--- config.mk ---
export PLATFORM = sky130hd
export DESIGN_NAME = sfr_top
export DESIGN_NICKNAME = d
export VERILOG_FILES = /design/src/sfr_pkg.sv /design/src/sfr_top.sv /design/src/sfr_sync.sv
export VERILOG_INCLUDE_DIRS = /design/src
export SDC_FILE = /design/constraint.sdc
export NUM_CORES = 1
export LEC_CHECK = 0
export BUFFER_PORTS_ARGS = -buffer_cell sky130_fd_sc_hd__buf_4
export CAP_MARGIN = 5
export CORE_UTILIZATION = 51
export DETAILED_ROUTE_END_ITERATION = 10
export PLACE_DENSITY = 0.71
export RECOVER_POWER = 100
export SETUP_SLACK_MARGIN = 0.3
export SLEW_MARGIN = 30
export SYNTH_ARGS = -nofsm -noshare
export SYNTH_HDL_FRONTEND = slang
export SYNTH_HIERARCHICAL = 1
export SYNTH_SLANG_ARGS = --single-unit
--- constraint.sdc ---
create_clock -name i_clk -period 2.6 [get_ports i_clk]
set_input_delay 0.52 -clock i_clk [delete_from_list [all_inputs] [get_ports i_clk]]
set_output_delay 0.52 -clock i_clk [all_outputs]
set_load 0.01 [all_outputs]
--- src/sfr_consts.svh ---
// Constants for the serial flash read and configure-write command path.
// Assumes inclusion by bare name from the package and design files.
`ifndef SFR_CONSTS_SVH
`define SFR_CONSTS_SVH

// ----------------------------------------------------------------------
// Opcodes
// ----------------------------------------------------------------------
`define SFR_OP_READ 8'h03
`define SFR_OP_FAST 8'h0B
`define SFR_OP_DUAL_OUTPUT_READ_CMD 8'h3B
`define SFR_OP_DIO 8'hBB
`define SFR_OP_CFGW 8'h01
`define SFR_OP_WRITE_PERMIT_CMD 8'h06
`define SFR_OP_CRMR 8'hFF

// ----------------------------------------------------------------------
// Phase lengths in bits or clocks, bit-count limit and mode-bit keep code
// ----------------------------------------------------------------------
`define SFR_CMD_LAST 5'h07
`define SFR_ADDR_BITS 5'h18
`define SFR_CFG_BITS 5'h08
`define SFR_MODE_BITS 5'h08
`define SFR_DUMMY_LAST 5'h07
`define SFR_CNT_SAT 5'h1E
`define SFR_CONT_KEEP 2'h2

// ----------------------------------------------------------------------
// Reset values and timing
// ----------------------------------------------------------------------
`define SFR_CFG_RST 8'h00
`define SFR_CLK_MHZ 25
`define SFR_TW_US 5000
`define SFR_TW_W 20

`endif

--- src/sfr_pkg.sv ---
// Types for the serial flash command path.
// Assumes sfr_consts.svh is on the include path.
`include "sfr_consts.svh"

package sfr_pkg;

   typedef enum logic [2:0] {
      ST_IDLE, ST_CMD, ST_ADDR, ST_MODE, ST_DUMMY, ST_DATA, ST_TAIL, ST_IGNORE
   } sfr_state_e;

   typedef struct packed {
      sfr_state_e state;
      logic [4:0] bitcnt;
      logic [7:0] cmd;
      logic [23:0] shreg;
      logic [23:0] mem_addr;
      logic [7:0] dbyte;
      logic [2:0] dcnt;
      logic dual_in;
      logic dual_out;
      logic armed;
      logic cont_acc;
      logic write_enable_latch;
      logic busy;
      logic [`SFR_TW_W-1:0] tw_cnt;
      logic [7:0] cfg;
      logic io0;
      logic io1;
      logic oe0;
      logic oe1;
      logic sclk_d;
      logic cs_b_d;
   } sfr_core_s;

endpackage

--- src/sfr_top.sv ---
// Flash-side command path: configure write, single, fast, dual and dual-I/O reads.
// Assumes pins are asynchronous to i_clk and the array answers i_mem_data
// for o_mem_addr within three clocks.
//
// What this block does
// - Configure write ignored without write enable latch
// - Completed write-permit command sets the latch
// - Configure write needs chip select at 8 bits
// - Write cycle: busy high, then clear, latch cleared
// - Busy flag stays visible during write cycle
// - Normal read: 03, 3-byte address, no dummy
// - Sample on rising, drive on falling clock
// - Address increments per byte, wraps to zero
// - Chip select rise ends read, stops driving
// - Fast read: 0B, address, one dummy byte
// - Busy rejects fast, dual and dual-I/O reads
// - Dual-output read: 3B, 8 dummy, two bits
// - Dual-I/O: address and mode bits on two lines
// - Mode bits 10 skip next opcode
// - Other mode bits leave continuous mode
// - Continuous-mode reset command clears armed bits
`timescale 1ns/10ps
`default_nettype none
`include "sfr_consts.svh"

module sfr_top
   import sfr_pkg::*;
#(
   parameter int TW_CYCLES = `SFR_TW_US * `SFR_CLK_MHZ
) (
   input wire logic i_clk,
   input wire logic i_rst_b,
   input wire logic i_cs_b,
   input wire logic i_sclk,
   input wire logic i_io0,
   input wire logic i_io1,
   input wire logic [7:0] i_mem_data,
   output logic o_io0,
   output logic o_io0_oe,
   output logic o_io1,
   output logic o_io1_oe,
   output logic [23:0] o_mem_addr,
   output logic o_busy,
   output logic o_wel,
   output logic o_cont_armed,
   output logic [7:0] o_cfg
);
   localparam logic [`SFR_TW_W-1:0] TW_LOAD = `SFR_TW_W'(TW_CYCLES - 1);

   sfr_core_s r_reg;
   sfr_core_s r_next;
   logic [3:0] pins_s;
   logic cs_b_s;
   logic sclk_s;
   logic io0_s;
   logic io1_s;
   logic sclk_rise;
   logic sclk_fall;
   logic cs_fall;
   logic cs_rise;
   logic [23:0] sh_in;
   logic [7:0] op_in;

   sfr_sync #(.W(4)) u_sync (
      .i_clk(i_clk),
      .i_rst_b(i_rst_b),
      .i_d({i_cs_b, i_sclk, i_io1, i_io0}),
      .o_q(pins_s)
   );

   assign cs_b_s = pins_s[3];
   assign sclk_s = pins_s[2];
   assign io1_s = pins_s[1];
   assign io0_s = pins_s[0];
   assign sclk_rise = sclk_s & ~r_reg.sclk_d;
   assign sclk_fall = ~sclk_s & r_reg.sclk_d;
   assign cs_fall = ~cs_b_s & r_reg.cs_b_d;
   assign cs_rise = cs_b_s & ~r_reg.cs_b_d;
   // Input bits enter on the rising edge only
   assign sh_in = r_reg.dual_in ? {r_reg.shreg[21:0], io1_s, io0_s}
                                : {r_reg.shreg[22:0], io0_s};
   assign op_in = sh_in[7:0];

   // ----------------------------------------------------------------------
   // Next state
   // ----------------------------------------------------------------------
   always_comb begin
      logic [7:0] d;
      d = r_reg.dbyte;
      r_next = r_reg;
      r_next.sclk_d = sclk_s;
      r_next.cs_b_d = cs_b_s;
      // Self-timed write cycle runs regardless of bus traffic
      if (r_reg.busy) begin
         if (r_reg.tw_cnt == '0) begin
            r_next.busy = 1'b0;
            r_next.write_enable_latch = 1'b0;
         end else begin
            r_next.tw_cnt = r_reg.tw_cnt - 1'b1;
         end
      end
      if (cs_fall) begin
         r_next.bitcnt = '0;
         r_next.shreg = '0;
         r_next.dcnt = '0;
         r_next.dual_out = 1'b0;
         if (r_reg.armed) begin
            r_next.state = ST_ADDR;
            r_next.cmd = `SFR_OP_DIO;
            r_next.dual_in = 1'b1;
            r_next.cont_acc = 1'b1;
         end else begin
            r_next.state = ST_CMD;
            r_next.dual_in = 1'b0;
            r_next.cont_acc = 1'b0;
         end
      end else if (cs_rise) begin
         r_next.state = ST_IDLE;
         r_next.oe0 = 1'b0;
         r_next.oe1 = 1'b0;
         r_next.dual_in = 1'b0;
         r_next.dual_out = 1'b0;
         if (r_reg.state == ST_TAIL && r_reg.cmd == `SFR_OP_WRITE_PERMIT_CMD
             && r_reg.bitcnt == '0 && !r_reg.busy) begin
            r_next.write_enable_latch = 1'b1;
         end
         if (r_reg.state == ST_TAIL && r_reg.cmd == `SFR_OP_CFGW
             && r_reg.bitcnt == `SFR_CFG_BITS && r_reg.write_enable_latch && !r_reg.busy) begin
            r_next.busy = 1'b1;
            r_next.tw_cnt = TW_LOAD;
            r_next.cfg = r_reg.shreg[7:0];
         end
         // All-ones on an armed access is the continuous-mode reset
         if (r_reg.state == ST_ADDR && r_reg.cont_acc && (&r_reg.shreg[7:0])) begin
            r_next.armed = 1'b0;
         end
      end else if (!cs_b_s && sclk_rise) begin
         r_next.shreg = sh_in;
         if (r_reg.bitcnt < `SFR_CNT_SAT) begin
            r_next.bitcnt = r_reg.bitcnt + (r_reg.dual_in ? 5'h02 : 5'h01);
         end
         case (r_reg.state)
            ST_CMD: begin
               if (r_reg.bitcnt == `SFR_CMD_LAST) begin
                  r_next.cmd = op_in;
                  r_next.bitcnt = '0;
                  r_next.shreg = '0;
                  case (op_in)
                     `SFR_OP_READ: r_next.state = ST_ADDR;
                     `SFR_OP_FAST, `SFR_OP_DUAL_OUTPUT_READ_CMD: begin
                        r_next.state = r_reg.busy ? ST_IGNORE : ST_ADDR;
                     end
                     `SFR_OP_DIO: begin
                        r_next.state = r_reg.busy ? ST_IGNORE : ST_ADDR;
                        r_next.dual_in = ~r_reg.busy;
                     end
                     `SFR_OP_WRITE_PERMIT_CMD, `SFR_OP_CFGW: r_next.state = ST_TAIL;
                     `SFR_OP_CRMR: begin
                        r_next.armed = 1'b0;
                        r_next.state = ST_IGNORE;
                     end
                     default: r_next.state = ST_IGNORE;
                  endcase
               end
            end
            ST_ADDR: begin
               if (r_next.bitcnt == `SFR_ADDR_BITS) begin
                  r_next.mem_addr = sh_in;
                  r_next.bitcnt = '0;
                  r_next.shreg = '0;
                  case (r_reg.cmd)
                     `SFR_OP_READ: r_next.state = ST_DATA;
                     `SFR_OP_DIO: r_next.state = ST_MODE;
                     default: r_next.state = ST_DUMMY;
                  endcase
               end
            end
            ST_MODE: begin
               if (r_next.bitcnt == `SFR_MODE_BITS) begin
                  r_next.armed = (sh_in[5:4] == `SFR_CONT_KEEP);
                  r_next.state = ST_DATA;
                  r_next.dual_out = 1'b1;
               end
            end
            ST_DUMMY: begin
               if (r_reg.bitcnt == `SFR_DUMMY_LAST) begin
                  r_next.state = ST_DATA;
                  r_next.dual_out = (r_reg.cmd == `SFR_OP_DUAL_OUTPUT_READ_CMD);
               end
            end
            default: begin
            end
         endcase
      end else if (!cs_b_s && sclk_fall && r_reg.state == ST_DATA) begin
         // Next byte is prefetched as soon as the current one is taken
         if (r_reg.dcnt == '0) begin
            d = i_mem_data;
            r_next.mem_addr = r_reg.mem_addr + 24'h00_0001;
         end
         r_next.io1 = d[7];
         r_next.oe1 = 1'b1;
         if (r_reg.dual_out) begin
            r_next.io0 = d[6];
            r_next.oe0 = 1'b1;
            r_next.dbyte = {d[5:0], 2'h0};
            r_next.dcnt = (r_reg.dcnt == '0) ? 3'h3 : r_reg.dcnt - 1'b1;
         end else begin
            r_next.dbyte = {d[6:0], 1'h0};
            r_next.dcnt = (r_reg.dcnt == '0) ? 3'h7 : r_reg.dcnt - 1'b1;
         end
      end
   end

   always_ff @(posedge i_clk or negedge i_rst_b) begin
      if (!i_rst_b) begin
         r_reg <= '0;
         r_reg.state <= ST_IDLE;
         r_reg.cfg <= `SFR_CFG_RST;
         r_reg.sclk_d <= 1'b1;
         r_reg.cs_b_d <= 1'b1;
      end else begin
         r_reg <= r_next;
      end
   end

   assign o_io0 = r_reg.io0;
   assign o_io0_oe = r_reg.oe0;
   assign o_io1 = r_reg.io1;
   assign o_io1_oe = r_reg.oe1;
   assign o_mem_addr = r_reg.mem_addr;
   assign o_busy = r_reg.busy;
   assign o_wel = r_reg.write_enable_latch;
   assign o_cont_armed = r_reg.armed;
   assign o_cfg = r_reg.cfg;
endmodule // sfr_top

`default_nettype wire

--- src/sfr_sync.sv ---
// Two-flop synchroniser for pin inputs.
// Assumes chip select idles high; reset value is all ones so no false frame starts.
`timescale 1ns/10ps
`default_nettype none

module sfr_sync #(
   parameter int W = 4
) (
   input wire logic i_clk,
   input wire logic i_rst_b,
   input wire logic [W-1:0] i_d,
   output logic [W-1:0] o_q
);
   typedef struct packed {
      logic [W-1:0] s1;
      logic [W-1:0] s2;
   } sfr_sync_s;

   sfr_sync_s r_reg;
   sfr_sync_s r_next;

   always_comb begin
      r_next.s1 = i_d;
      r_next.s2 = r_reg.s1;
   end

   always_ff @(posedge i_clk or negedge i_rst_b) begin
      if (!i_rst_b) begin
         r_reg <= '1;
      end else begin
         r_reg <= r_next;
      end
   end

   assign o_q = r_reg.s2;
endmodule // sfr_sync

`default_nettype wire

# [After elaboration in Yosys (flattened, before gate mapping)]
# Cells that the tools add are included.
[word_totals] register_bits=122 inputBits=14
[classes] n_addsub=4 n_lt_le_gt_ge=1 n_eq_ne=37 mux=60 n_bitwise=12 reduce_logical=49
[op_table] operator="2-to-1 mux 40 bit" n=3
[op_table] operator="2-to-1 mux 24 bit" n=4
[op_table] operator="2-to-1 mux 72 bit" n=1
[op_table] operator="2-to-1 mux 48 bit" n=1
[op_table] operator="one-hot mux 24 bit (2 select lines)" n=1
[op_table] operator="2-to-1 mux 35 bit" n=1
[op_table] operator="2-to-1 mux 34 bit" n=1
[op_table] operator="2-to-1 mux 8 bit" n=4
[op_table] operator="2-to-1 mux 30 bit" n=1
[op_table] operator="2-to-1 mux 29 bit" n=1
[op_table] operator="2-to-1 mux 5 bit" n=5
[op_table] operator="adder 24 x 1 -> 24 bit, second input constant" n=1
[op_table] operator="equality test 8 bit, second input constant" n=3
[op_table] operator="2-to-1 mux 3 bit" n=8
[op_table] operator="2-to-1 mux 11 bit" n=2
[op_table] operator="2-to-1 mux 22 bit" n=1
[op_table] operator="logical NOT 20 bit" n=1
[op_table] operator="2-to-1 mux 20 bit" n=1
[op_table] operator="subtractor 20 x 1 -> 20 bit, second input constant" n=1
[op_table] operator="nonzero test 2 bit" n=9
[op_table] operator="equality test 8 x 1 -> 1 bit, second input constant" n=2
[op_table] operator="equality test 8 x 2 -> 1 bit, second input constant" n=2
[op_table] operator="equality test 8 x 3 -> 1 bit, second input constant" n=2
[op_table] operator="equality test 8 x 6 -> 1 bit, second input constant" n=2
[op_table] operator="43 further kinds" n=105

# [Depth between registers and ports, before layout]
[logic_depth] depth_word=12 depth_mapped=12 depth_no_buf=9

# [By module]
# Netlist, hierarchy kept.
[modules_own_cells] module="sfr_top" n_inst=1 cells_each=744 area_each_um2=6786.5 seq_area_each_um2=2830.2
[modules_own_cells] module="sfr_sync" n_inst=1 cells_each=8 area_each_um2=210.2 seq_area_each_um2=210.2

# [Worst setup path before layout]
# Ideal clock, no wire load.
[synth_timing] kind="reg2reg" from="register r_reg[39] in the netlist's numbering" to="register r_reg, in the netlist o_mem_addr[14]" t_arrival_ps=2756 t_required_ps=2477 path_slack_ps=-279 stages_incl_launch_ff=13 period_less_slack_ps=2879 path_cell_list="dfrtp_1 > clkbuf_1 > inv_1 > ha_1 > fa_1 > xor2_1 > a41oi_1 > nand4_2 > o41a_1 > buf_6 > buf_6 > o21ai_1 > o21ai_1"
[synth_via] elab_chain_len=9
[synth_rtl] item="start: declaration" line_no="sfr_top.sv:50" source="sfr_core_s r_reg;"
[synth_rtl] item="start signal: assignment" line_no="sfr_top.sv:222" source="r_reg <= r_next;"
[synth_rtl] item="2-to-1 mux 2 bit" line_no="sfr_top.sv:140" source="r_next.bitcnt = r_reg.bitcnt + (r_reg.dual_in ? 5'h02 : 5'h01);"
[synth_rtl] item="adder 5 x 2 -> 5 bit" line_no="sfr_top.sv:140"
[synth_rtl] item="2-to-1 mux 5 bit" line_no="sfr_top.sv:139" source="if (r_reg.bitcnt < `SFR_CNT_SAT) begin"
[synth_rtl] item="2-to-1 mux 5 bit" line_no="sfr_top.sv:137" source="end else if (!cs_b_s && sclk_rise) begin"
[synth_rtl] item="2-to-1 mux 5 bit" line_no="sfr_top.sv:117" source="end else if (cs_rise) begin"
[synth_rtl] item="2-to-1 mux 5 bit" line_no="sfr_top.sv:102" source="if (cs_fall) begin"
[synth_rtl] item="equality test 5 bit (no source line)"
[synth_rtl] item="!= test 2 x 1 -> 1 bit (no source line)"
[synth_rtl] item="AND reduction 6 bit (no source line)"
# Several ways; a longest one is shown, not always the timed one. The select of a mux whose other input is x is not followed.
# A chain may end at the register's enable or synchronous reset.

# [Final worst setup path]
[layout_timing] from="register r_reg[39] in the netlist's numbering" to="register r_reg, in the netlist o_mem_addr[15]"
# The elaborated chain is that of the path after synthesis.

==> results.toml <==
[worst_setup_path]
reg2reg_depth = 9
worstPathArrival_ns = 2.84
crit_path_start_kind = "register"
cp-end-kind = "register"
worst_ep_required_time_ns = 2.94
rrSetupSlack_ns = 0.1
path_max_fanout = 16
regToRegStartpoint = "r_reg[39]$_DFFE_PN0P_"
crit_type = "register to register"
r2r-end = "o_mem_addr[15]$_DFFE_PN0P_"

[floorplanning]
die_h_um = 119.1
core_mm2 = 0.01330
num_io_pins = 53
initial_core_util_pct = 52.63
die-width_um = 119.1
row_count = 42
die_area_mm2 = 0.01419

[synthesis]
yosys-top-cells-area = "dfrtp_1 (40%), mux2i_1 (5.3%), nand2_1 (4.5%)"
ys_types = 73
ys_warn_count = 6
synthCells = 752
async_flop_share_pct = 100.0
syn_avg_cell_area_um2 = 9.304
synth_flop_cell = "dfrtp_1"
synth-seq-cells = 121
yosysTopAreaCellShare_pct = 39.70
yosys.area.top_type = "dfrtp_1"
synth-seq-area-share_pct = 43.45
synth-edff-count = 0
netlist_area_mm2 = 0.006997
syn_nets = 776

[routing]
avgViaCountPerCell = 6.098
drc = 0
totalWireLength_um = 18250
vias = 6019
dr.first_iter.drc_count = 497
postRouteAntennaNets = 0
drt_first_pass_iters = 5
wl_per_cell_um = 18.49

[clocking]
clkSinkCount = 121
insertion_delay_ns = 0.42
tritoncts = "yes"
numCtsBuffers = 17
cts_root_buffer = "clkbuf_16"
h-tree-depth = 4
cts_hold_buf = 0
clk_pin_slew_ns = 0.06
cts_max_path_buffers = 2

[worst_hold_path]
min_path_cells = 1
worstHoldStart = "i_cs_b"
hold_path_class = "input pin to register"
holdPathEnd = "u_sync/r_next[3]$_DFF_PN1_"

[sta]
layout_min_cycle_time_ns = 2.505
drv_slew = 28
tightest_slew_ns = 1.570
rsz0062_at_grt = "true"
slew_headroom_pct = -4.666
timing.final.crit_share_pct = 96.33
clock_skew_ns = 0.01130
hold_viol = 0
fmax_ghz = 0.3993
setup_ws_ns = 0.09535
setup_viol = 0

[cells_and_area]
drive_gt1_share_pct = 18.87
area_growth_syn_to_layout_pct = 15.70
diodes = 0
nFillCells = 1197
fin_nets = 822
final_cells = 987
largest_reg_flops = 74

[run_status]
outcome = "finished, violations left"
violations = "capacitance limit, slew limit"

[global_route]
grt_max_degree = 56
grt_pass1_vias = 5622
grt_antenna_before_repair = 0
grt_overflow = 0
track_usage_pct = 26.21
grt_first_pass_wirelength_um = 28990

[placed_design]
dp.cells = 947
place_ws_ns = -0.01605
dp_hpwl_um = 11940
gp_congestion = 0.8897
port-buffer-count = 52

[power]
ir_drop_mv = 0.5482
power.leakage_nw = 3.567
power_density_mw_per_mm2 = 684.5

[job]
drv_cap = 1
==> timing repair <==
action | CTS | global route
hold endpoints to repair | 0 | 0
endpoints found under the setup margin | 46 | 60
gates resized for setup | 20 | 25
buffers inserted | 2 | 4
gates cloned | 2 | 0
pin swaps | 6 | 5
==> layout make-up <==
type                    count  area [µm²]  share of cell area [%]
multi-input cells         537        3572                   44.13
flip-flops and latches    121        3042                   37.57
repair buffers             99       580.6                   7.172
clock buffers              17       425.4                   5.255
well taps                 176       220.2                   2.720
clock inverters            15       167.7                   2.071
inverters                  22       87.58                   1.082
==> how the worst max path moves through the flow <==
stage	start	to	slack, ns
after CTS	r_reg[39]$_DFFE_PN0P_	o_mem_addr[14]$_DFFE_PN0P_	0.04
after global placement	r_reg[39]$_DFFE_PN0P_	o_mem_addr[16]$_DFFE_PN0P_	0.03
final	r_reg[39]$_DFFE_PN0P_	o_mem_addr[15]$_DFFE_PN0P_	0.1
after floorplan	r_reg[39]$_DFFE_PN0P_	o_mem_addr[12]$_DFFE_PN0P_	0.06
after global routing	r_reg[39]$_DFFE_PN0P_	o_mem_addr[12]$_DFFE_PN0P_	0.007
after detailed placement	r_reg[39]$_DFFE_PN0P_	o_mem_addr[16]$_DFFE_PN0P_	-0.02
==> metrics by stage <==
step	total power, W	utilization, %	cell area, µm²	hold slack (ns)	TNS, ns
after detailed placement	0.003168	56.62	7527	0.3473	-0.01605
after global routing	0.005774	60.89	8095	0.1839	0
after CTS	0.005571	62.03	8247	0.02388	0
after floorplan	0.002824	-	7074	0.2244	0
after global placement	0.003130	56.62	7527	0.3456	0
final	0.005541	60.89	8095	0.2020	0
==> cells by family after synthesis <==
family	Yosys count	share of synthesized area [%]
compound gates	194	17.28
buf+inv	94	7.493
simple gates	263	19.76
flops	121	43.45
fa+ha+maj	10	1.896
xor+xnor	15	1.878
mux	55	8.244
==> cells in the final DEF (no fill, tap or decap), types with 21 or more instances in the layout <==
| cell type | Yosys | routed |
|---|---|---|
| buf_4 | 33 | 33 |
| inv_1 | 22 | 21 |
| dfrtp_1 | 111 | 110 |
| mux2i_1 | 37 | 37 |
| clkbuf_1 | 25 | 46 |
| a21oi_1 | 34 | 33 |
| o21ai_1 | 39 | 23 |
| o21ai_0 | 47 | 50 |
| nand2_1 | 84 | 84 |
| nor2_1 | 45 | 45 |
| nand3_1 | 25 | 24 |
==> worst max-delay path: stages (launching register included) <==
cell and delay (ns):
dfrtp_2 0.44, buf_6 0.14, fa_2 0.40, xor2_1 0.16
a41oi_2 0.21, nand4_2 0.17, o41a_4 0.43, buf_6 0.14
buf_6 0.16, o21ai_0 0.16
==> layer usage <==
layer	routed length, µm	up-vias	GRT usage [%]
met2	8726	226	40.99
met1	8094	2963	36.28
met5	0	-	0
li1	-	2802	-
met3	1137	28	5.651
met4	287	0	8.228
==> power by group <==
group | internal [W] | total, W | switching [W]
clock network | 0.00143 | 0.00236 | 0.000928
logic | 0.000455 | 0.00102 | 0.000561
registers | 0.00202 | 0.00217 | 0.000151
==> cells in the mapped netlist, types with 10 or more instances <==
| master | instances |
|---|---|
| a21oi_1 | 34 |
| a31oi_1 | 18 |
| buf_4 | 33 |
| clkbuf_1 | 25 |
| dfrtp_1 | 111 |
| dfstp_2 | 10 |
| inv_1 | 22 |
| mux2_2 | 17 |
| mux2i_1 | 37 |
| nand2_1 | 84 |
| nand3_1 | 25 |
| nor2_1 | 45 |
| nor3_1 | 18 |
| o21ai_0 | 47 |
| o21ai_1 | 39 |
| o32a_1 | 15 |
(Power assumes the default switching activity.)
